===== src/design/stt_cfg.svh =====
// Constants for the system tick timer: offsets, bit positions, reset values and counts
`ifndef STT_CFG_SVH
`define STT_CFG_SVH

// Register byte offsets on the peripheral bus
`define STT_ADDR_W            12
`define STT_OFS_CTRL          12'h010
`define STT_OFS_RELOAD        12'h014
`define STT_OFS_COUNT         12'h018
`define STT_OFS_CALIB         12'h01C

// Counter width and control/status field positions
`define STT_CNT_W             24
`define STT_CTRL_EN_BIT       0
`define STT_CTRL_TICK_INTERRUPT_BIT 1
`define STT_CTRL_CLKSRC_BIT   2
`define STT_CTRL_FLAG_BIT     16

// Calibration register fields and their fixed values
`define STT_CAL_NO_REFERENCE_BIT 31
`define STT_CAL_INEXACT_BIT   30
`define STT_NO_REFERENCE_RST  1'b0
`define STT_INEXACT_RST       1'b0
`define STT_TEN_MS_CONST      24'h0009C4

// Reset values of software-written fields
`define STT_RELOAD_RST        24'h000000
`define STT_CTRL_RST          1'b0

// Oscillator divider and the calibration basis
`define STT_OSC_DIV           32
`define STT_DIV_W             5
`define STT_OSC_FREQ_KHZ      8000
`define STT_CAL_PERIOD_MS     10
`define STT_TEN_MS_TICKS      ((`STT_OSC_FREQ_KHZ * `STT_CAL_PERIOD_MS) / `STT_OSC_DIV)

`endif


===== src/design/stt_pkg.sv =====
// Types shared by the system tick timer modules
`include "stt_cfg.svh"

package stt_pkg;

    // Bus slave phase, one-hot
    typedef enum logic [1:0] {
        STT_BUS_IDLE = 2'b01,
        STT_BUS_HOLD = 2'b10
    } stt_bus_e;

    // Whole state of the timer core
    typedef struct packed {
        stt_bus_e                  bus;
        logic [`STT_CNT_W-1:0]     count;
        logic [`STT_CNT_W-1:0]     reload;
        logic                      en;
        logic                      tick_interrupt_bit;
        logic                      clksrc;
        logic                      flag;
        logic                      pend;
        logic [31:0]               rdata;
        logic                      slverr;
    } stt_state_s;

    // Whole state of the oscillator divider
    typedef struct packed {
        logic                      s1;
        logic                      s2;
        logic                      prev;
        logic [`STT_DIV_W-1:0]     cnt;
        logic                      tick;
    } stt_div_s;

endpackage : stt_pkg


===== src/design/stt_timer.sv =====
// System tick timer: 24-bit down-counter with control, reload, count and calibration registers
//
// Summary of operation
// Count register reads the live 24-bit value; bits 31-24 read zero.
// Any write to the count register clears the counter to zero.
// Clearing the count register by write also clears the reached-zero flag.
// Calibration bit 31 is read-only reference-absent flag, reading zero.
// Calibration bit 30 is read-only inexact flag, zero meaning exactly 10 ms.
// Calibration bits 23-0 read the fixed 10 ms reload constant 0x9C4.
// With the clock source bit clear, counter advances on the oscillator pin clock divided by 32; set, on every bus clock.
// The constant gives 10 ms at 8 MHz; other rates need software reload.
// Setting the enable bit loads the counter from reload and starts it.
// On reaching zero the counter reloads from the reload register.
// Reached-zero flag reads one once per event; reading control clears it.
// With tick interrupt bit set, reaching zero pends the tick exception.
// Enabled counter decrements once per tick; disabled counter holds its value.
`timescale 1ns/100ps
`include "stt_cfg.svh"

module stt_timer #(
    parameter int OSC_DIV = `STT_OSC_DIV
) (
    input  wire logic                   pclk,
    input  wire logic                   presetn,
    input  wire logic                   ce,
    input  wire logic                   psel,
    input  wire logic                   penable,
    input  wire logic                   pwrite,
    input  wire logic [`STT_ADDR_W-1:0] paddr,
    input  wire logic [31:0]            pwdata,
    output logic      [31:0]            prdata,
    output logic                        pready,
    output logic                        pslverr,
    input  wire logic                   oscillator_input_pin,
    output logic                        tick_pend
);

    localparam int CW = `STT_CNT_W;

    // Reset image of the whole state; reload has no defined value so it starts at zero
    localparam stt_pkg::stt_state_s ST_RST = '{
        bus:     stt_pkg::STT_BUS_IDLE,
        count:   '0,
        reload:  `STT_RELOAD_RST,
        en:      `STT_CTRL_RST,
        tick_interrupt_bit: `STT_CTRL_RST,
        clksrc:  `STT_CTRL_RST,
        flag:    1'b0,
        pend:    1'b0,
        rdata:   '0,
        slverr:  1'b0
    };

    // Calibration word is fixed wiring, never a flop
    localparam logic [31:0] CALIB_WORD = {`STT_NO_REFERENCE_RST, `STT_INEXACT_RST, 6'h00,
                                          `STT_TEN_MS_CONST};

    stt_pkg::stt_state_s st_r;
    stt_pkg::stt_state_s st_nxt;

    logic            ref_tick;
    logic            tick;
    logic            capture;
    logic            done;
    logic            wr_done;
    logic            rd_done;
    logic            hit_ctrl;
    logic            hit_reload;
    logic            hit_count;
    logic            hit_calib;
    logic            zero_set;
    logic            flag_clr;
    logic [31:0]     rd_word;
    logic            rd_miss;

    // Reference tick from the oscillator pin, synchronised inside the divider
    stt_osc_div #(
        .DIV     (OSC_DIV)
    ) u_div (
        .pclk    (pclk),
        .presetn (presetn),
        .ce      (ce),
        .osc_in  (oscillator_input_pin),
        .tick    (ref_tick)
    );

    // Count source: bus clock every cycle, or the divided reference
    assign tick = st_r.clksrc ? 1'b1 : ref_tick;

    // Address decode
    always_comb begin
        hit_ctrl   = 1'b0;
        hit_reload = 1'b0;
        hit_count  = 1'b0;
        hit_calib  = 1'b0;
        if (paddr == `STT_OFS_CTRL) begin
            hit_ctrl = 1'b1;
        end else if (paddr == `STT_OFS_RELOAD) begin
            hit_reload = 1'b1;
        end else if (paddr == `STT_OFS_COUNT) begin
            hit_count = 1'b1;
        end else if (paddr == `STT_OFS_CALIB) begin
            hit_calib = 1'b1;
        end
    end

    // Read multiplexer; unused high bits read as zero
    always_comb begin
        rd_word = 32'h00000000;
        rd_miss = 1'b0;
        if (hit_ctrl) begin
            rd_word[`STT_CTRL_EN_BIT]      = st_r.en;
            rd_word[`STT_CTRL_TICK_INTERRUPT_BIT] = st_r.tick_interrupt_bit;
            rd_word[`STT_CTRL_CLKSRC_BIT]  = st_r.clksrc;
            rd_word[`STT_CTRL_FLAG_BIT]    = st_r.flag;
        end else if (hit_reload) begin
            rd_word = {8'h00, st_r.reload};
        end else if (hit_count) begin
            rd_word = {8'h00, st_r.count};
        end else if (hit_calib) begin
            rd_word = CALIB_WORD;
        end else begin
            rd_miss = 1'b1;
        end
    end

    // Bus phases: data is captured into flops in the setup phase, so reads complete with no wait state
    assign capture = ce && psel && (st_r.bus == stt_pkg::STT_BUS_IDLE);
    assign done    = ce && psel && penable && (st_r.bus == stt_pkg::STT_BUS_HOLD);
    assign wr_done = done && pwrite;
    assign rd_done = done && !pwrite;

    // A status read clears the flag only if the captured word showed it, so a fresh event is never lost
    assign flag_clr = (wr_done && hit_count)
                   || (rd_done && hit_ctrl && st_r.rdata[`STT_CTRL_FLAG_BIT]);

    // Reaching zero: the tick that takes the count from one to zero
    assign zero_set = ce && st_r.en && tick && (st_r.count == CW'(1));

    // Next-state logic; everything holds while ce is low
    always_comb begin
        st_nxt = st_r;
        if (ce) begin
            // Bus slave phase and captured answer
            case (st_r.bus)
                stt_pkg::STT_BUS_IDLE: begin
                    if (psel) begin
                        st_nxt.bus    = stt_pkg::STT_BUS_HOLD;
                        st_nxt.rdata  = pwrite ? 32'h00000000 : rd_word;
                        st_nxt.slverr = rd_miss;
                    end
                end
                stt_pkg::STT_BUS_HOLD: begin
                    if (psel && penable) begin
                        st_nxt.bus = stt_pkg::STT_BUS_IDLE;
                    end
                end
                default: begin
                    st_nxt.bus = stt_pkg::STT_BUS_IDLE;
                end
            endcase

            // Counting; a disabled counter simply keeps its value
            if (st_r.en && tick) begin
                if (st_r.count == '0) begin
                    st_nxt.count = st_r.reload;
                end else begin
                    st_nxt.count = st_r.count - CW'(1);
                end
            end

            // Register writes land only on the completing edge
            if (wr_done) begin
                if (hit_ctrl) begin
                    st_nxt.en      = pwdata[`STT_CTRL_EN_BIT];
                    st_nxt.tick_interrupt_bit = pwdata[`STT_CTRL_TICK_INTERRUPT_BIT];
                    st_nxt.clksrc  = pwdata[`STT_CTRL_CLKSRC_BIT];
                    if (pwdata[`STT_CTRL_EN_BIT] && !st_r.en) begin
                        st_nxt.count = st_r.reload;
                    end
                end else if (hit_reload) begin
                    st_nxt.reload = pwdata[CW-1:0];
                end else if (hit_count) begin
                    st_nxt.count = '0;
                end
            end

            // Flag: an event in the clearing cycle wins
            if (flag_clr) begin
                st_nxt.flag = 1'b0;
            end
            if (zero_set) begin
                st_nxt.flag = 1'b1;
            end

            // Pend pulse, only when the tick interrupt bit is set
            st_nxt.pend = zero_set && st_r.tick_interrupt_bit;
        end
    end

    always_ff @(posedge pclk or negedge presetn) begin
        if (!presetn) begin
            st_r <= ST_RST;
        end else begin
            st_r <= st_nxt;
        end
    end

    // Outputs: data from flops, handshake combinational
    assign prdata    = st_r.rdata;
    assign pslverr   = st_r.slverr;
    assign pready    = done;
    assign tick_pend = st_r.pend;
endmodule : stt_timer


===== src/design/stt_osc_div.sv =====
// Oscillator pin synchroniser and divide-by-N tick generator
`timescale 1ns/100ps
`include "stt_cfg.svh"

module stt_osc_div #(
    parameter int DIV = `STT_OSC_DIV
) (
    input  wire logic pclk,
    input  wire logic presetn,
    input  wire logic ce,
    input  wire logic osc_in,
    output logic      tick
);

    localparam logic [`STT_DIV_W-1:0] LAST = `STT_DIV_W'(DIV - 1);

    stt_pkg::stt_div_s st_r;
    stt_pkg::stt_div_s st_nxt;
    logic              rise;

    // Edge seen only after both synchroniser stages; s1 feeds s2 alone
    assign rise = st_r.s2 & ~st_r.prev;
    assign tick = st_r.tick;

    // One tick per DIV rising oscillator edges
    always_comb begin
        st_nxt = st_r;
        if (ce) begin
            st_nxt.s1   = osc_in;
            st_nxt.s2   = st_r.s1;
            st_nxt.prev = st_r.s2;
            st_nxt.tick = 1'b0;
            if (rise) begin
                if (st_r.cnt == LAST) begin
                    st_nxt.cnt  = '0;
                    st_nxt.tick = 1'b1;
                end else begin
                    st_nxt.cnt = st_r.cnt + `STT_DIV_W'(1);
                end
            end
        end
    end

    always_ff @(posedge pclk or negedge presetn) begin
        if (!presetn) begin
            st_r <= '0;
        end else begin
            st_r <= st_nxt;
        end
    end
endmodule : stt_osc_div


===== config.mk =====
export PLATFORM = sky130hd
export DESIGN_NAME = stt_timer
export DESIGN_NICKNAME = d
export VERILOG_FILES = /design/src/design/stt_pkg.sv /design/src/design/stt_timer.sv /design/src/design/stt_osc_div.sv
export VERILOG_INCLUDE_DIRS = /design/src /design/src/design
export SDC_FILE = /design/constraint.sdc
export NUM_CORES = 1
export LEC_CHECK = 0
export BUFFER_PORTS_ARGS = -buffer_cell sky130_fd_sc_hd__buf_2
export CORE_MARGIN = 3
export CORE_UTILIZATION = 34
export CTS_BUF_LIST = sky130_fd_sc_hd__clkbuf_8
export DETAILED_ROUTE_END_ITERATION = 12
export PLACE_DENSITY = 0.61
export SLEW_MARGIN = 0
export SYNTH_ARGS = -nofsm -noshare
export SYNTH_HDL_FRONTEND = slang
export SYNTH_SLANG_ARGS = --single-unit

===== constraint.sdc =====
create_clock -name pclk -period 2.9 [get_ports pclk]
set_clock_uncertainty 0.1 [all_clocks]
set_input_delay 0.58 -clock pclk [delete_from_list [all_inputs] [get_ports pclk]]
set_output_delay 0.58 -clock pclk [all_outputs]
set_load 0.05 [all_outputs]

==> flow_summary.json <==
{
  "outcome": "finished clean",
  "path_class": "reg -> reg",
  "endpoint": "st_r[67]",
  "placed_cell_area_sq_um": 5710,
  "avgSynthCellArea_sq_um": 9.50,
  "post-place-ws_ns": 0.251,
  "cp.depth": 6,
  "final_util": 0.398,
  "worstPathCellList": "nor4_1 -> and4_1 -> nand3_2 -> mux2_2 -> a22oi_1 -> o21ai_1",
  "drc_errors": 0,
  "hpwl_um": 11100,
  "irDropWorstVdd_mv": 0.218,
  "period_share": 0.883,
  "grt_pass1_vias": 4368,
  "synth_top_flop_cell": "dfrtp_1",
  "cp_top_family": "simple AND/OR/NAND/NOR gates",
  "slew_headroom": 0.461,
  "startpoint": "st_r[64]",
  "rsz0062_at_grt": "false",
  "cts_resized": 0,
  "cp.buffers_inverters": 0,
  "setup.worst_path.start_class": "flop",
  "cts_tree": "built",
  "min_period_ns": 2.56,
  "post_drt_wl_per_cell_um": 18.6,
  "die_w_um": 131,
  "place.gp.congestion": 0.927,
  "setup_viol": 0,
  "reg2reg_depth": 6,
  "die_y_um": 131,
  "tns_ns": 0,
  "netlist_instances": 556,
  "diodes": 0,
  "cts_buffer_depth": 2,
  "stdcell_area_sq_um": 5920,
  "synth.ff_latch_count": 89,
  "cts.sink_count": 89,
  "worst_ep_required_time_ns": 3.06,
  "synthTopCellsByCount": "88 x dfrtp_1, 49 x nand2_1, 42 x nor2_1",
  "initial_core_util": 0.355,
  "antenna_found_initial": 0,
  "antenna_left": 0,
  "htreeDepth": 3,
  "first_pass_iters": 7,
  "grt-ovfl-total": 0,
  "crit_path_end_kind": "flop",
  "cts_root_buf": "clkbuf_8",
  "cp_data_arrival_time_ns": 2.72,
  "grt_max_degree": 46,
  "io_buffers": 69,
  "report.power.total_mw": 2.62,
  "insertion_delay_ns": 0.37,
  "max_freq_mhz": 390,
  "yosysMostFrequentCell": "dfrtp_1",
  "timing.rr.start": "st_r[64]",
  "worstMarginPinSlew_ns": 0.803,
  "finalHoldViolCount": 0,
  "numCtsBuffers": 9,
  "final_max_slew_viol_count": 0,
  "maxCapViolations": 0,
  "cp_max_fo": 14,
  "powerDensity_nw_per_um2": 442,
  "yosysWarnings": 0,
  "cts.clk_slew.worst_paths_ns": 0.09,
  "drt-initial-drc-count": 445,
  "slowest_stage": "nor4_1",
  "layout_setup_ws_ns": 0.338,
  "use_met1": 0.252,
  "holdWs_ns": 0.100,
  "synthArstFlopShare": 1.00,
  "grt.total_usage": 0.179,
  "wl_um": 14900,
  "grt_pass1_wl_um": 23600,
  "use_met2": 0.279,
  "vias": 4493,
  "final_cells": 797,
  "rows": 44,
  "areaGrowthSynthToFinish_pct": 12.0,
  "die_area_sq_um": 17100,
  "leakage_nw": 2.61,
  "grt.busiest_layer": "met2",
  "viasPerCell": 5.64,
  "synth.top_cell.area_share": 0.417,
  "slowest_delay_ns": 0.54,
  "hp-class": "in -> async",
  "drive_gt1_frac": 0.277,
  "synth_top_cell_by_area": "dfrtp_1",
  "r2r_end": "st_r[67]",
  "synth_edf_count": 0,
  "dp.cells": 781,
  "syn-cell-area_sq_um": 5280,
  "r2r_slack_ns": 0.34,
  "synth_cell_types": 69,
  "post-cts-setup-buffers": 0,
  "hold_buffers": 0,
  "ios": 86,
  "gr-usage-met3": 0.0394,
  "finalNetCount": 664,
  "synth_area_leaders": "dfrtp_1 42%, mux2_2 6.2%, buf_4 4.7%, o21ai_0 3.6%, nand2_1 3.5%",
  "coreArea_sq_um": 14900,
  "yosysSeqAreaShare": 0.422
}
## power breakdown
| group | switching (mW) | internal [mW] | leakage (nW) | total, mW |
|---|---|---|---|---|
| registers | 0.0520 | 1.30 | 1.19 | 1.35 |
| logic | 0.233 | 0.153 | 1.33 | 0.386 |
| clock network | 0.460 | 0.423 | 0.0949 | 0.882 |
## cells in the final DEF, fill, tap and decap left out, types with 16 or more instances in the layout
| cell type | count |
|---|---|
| a21oi_1 | 26 |
| mux2_2 | 29 |
| buf_4 | 29 |
| dfrtp_1 | 88 |
| nor2_1 | 42 |
| nor3_1 | 16 |
| nand2_1 | 49 |
| o21ai_1 | 23 |
| a22oi_1 | 18 |
| buf_2 | 68 |
| o21ai_0 | 37 |
## flip-flops by register name, summed over array words and instances (netlist names)
register / cells
u_div.st_r: 8
u_div.tick: 1
tick_pend: 1
pslverr: 1
st_r: 54
prdata: 24
## metal layers
metal | share of wire | wire (um) | vias to the layer above
met5 | 0 | 0 | -
met4 | 0.013 | 198 | 0
met3 | 0.073 | 1080 | 15
met2 | 0.46 | 6780 | 167
met1 | 0.46 | 6800 | 2196
li1 | - | - | 2115
## cell type report
type | instances | area, sq um
multi-input combinational | 402 | 2650
clock buffer | 10 | 138
clock inverter | 6 | 66.3
tap | 184 | 230
timing repair buffer | 98 | 578
inverter | 8 | 30.0
sequential | 89 | 2230
fill | 1512 | 8950
## worst min-delay path by stage
stage / from / to / slack [ns] / cells after the start
finish: presetn / prdata[16] / 0.10 / 1
floorplan: presetn / prdata[0] / 0.18 / 0
detailed placement: prdata[13] / prdata[13] / 0.37 / 2
CTS: presetn / prdata[16] / 0.11 / 1
global placement: prdata[12] / prdata[12] / 0.36 / 2
global route: presetn / prdata[16] / 0.13 / 1
## kinds of logic after synthesis
family / count (synthesis) / synth area share
other: 1 / 0.000710
buffers and inverters: 72 / 0.0822
AND/OR/NAND/NOR: 179 / 0.189
flip-flops: 89 / 0.422
AO/OA/AOI/OAI: 163 / 0.197
multiplexers: 45 / 0.0933
adder cells (fa/ha/maj): 5 / 0.0118
XOR/XNOR: 2 / 0.00332
Power figures use the tool's default switching activity.
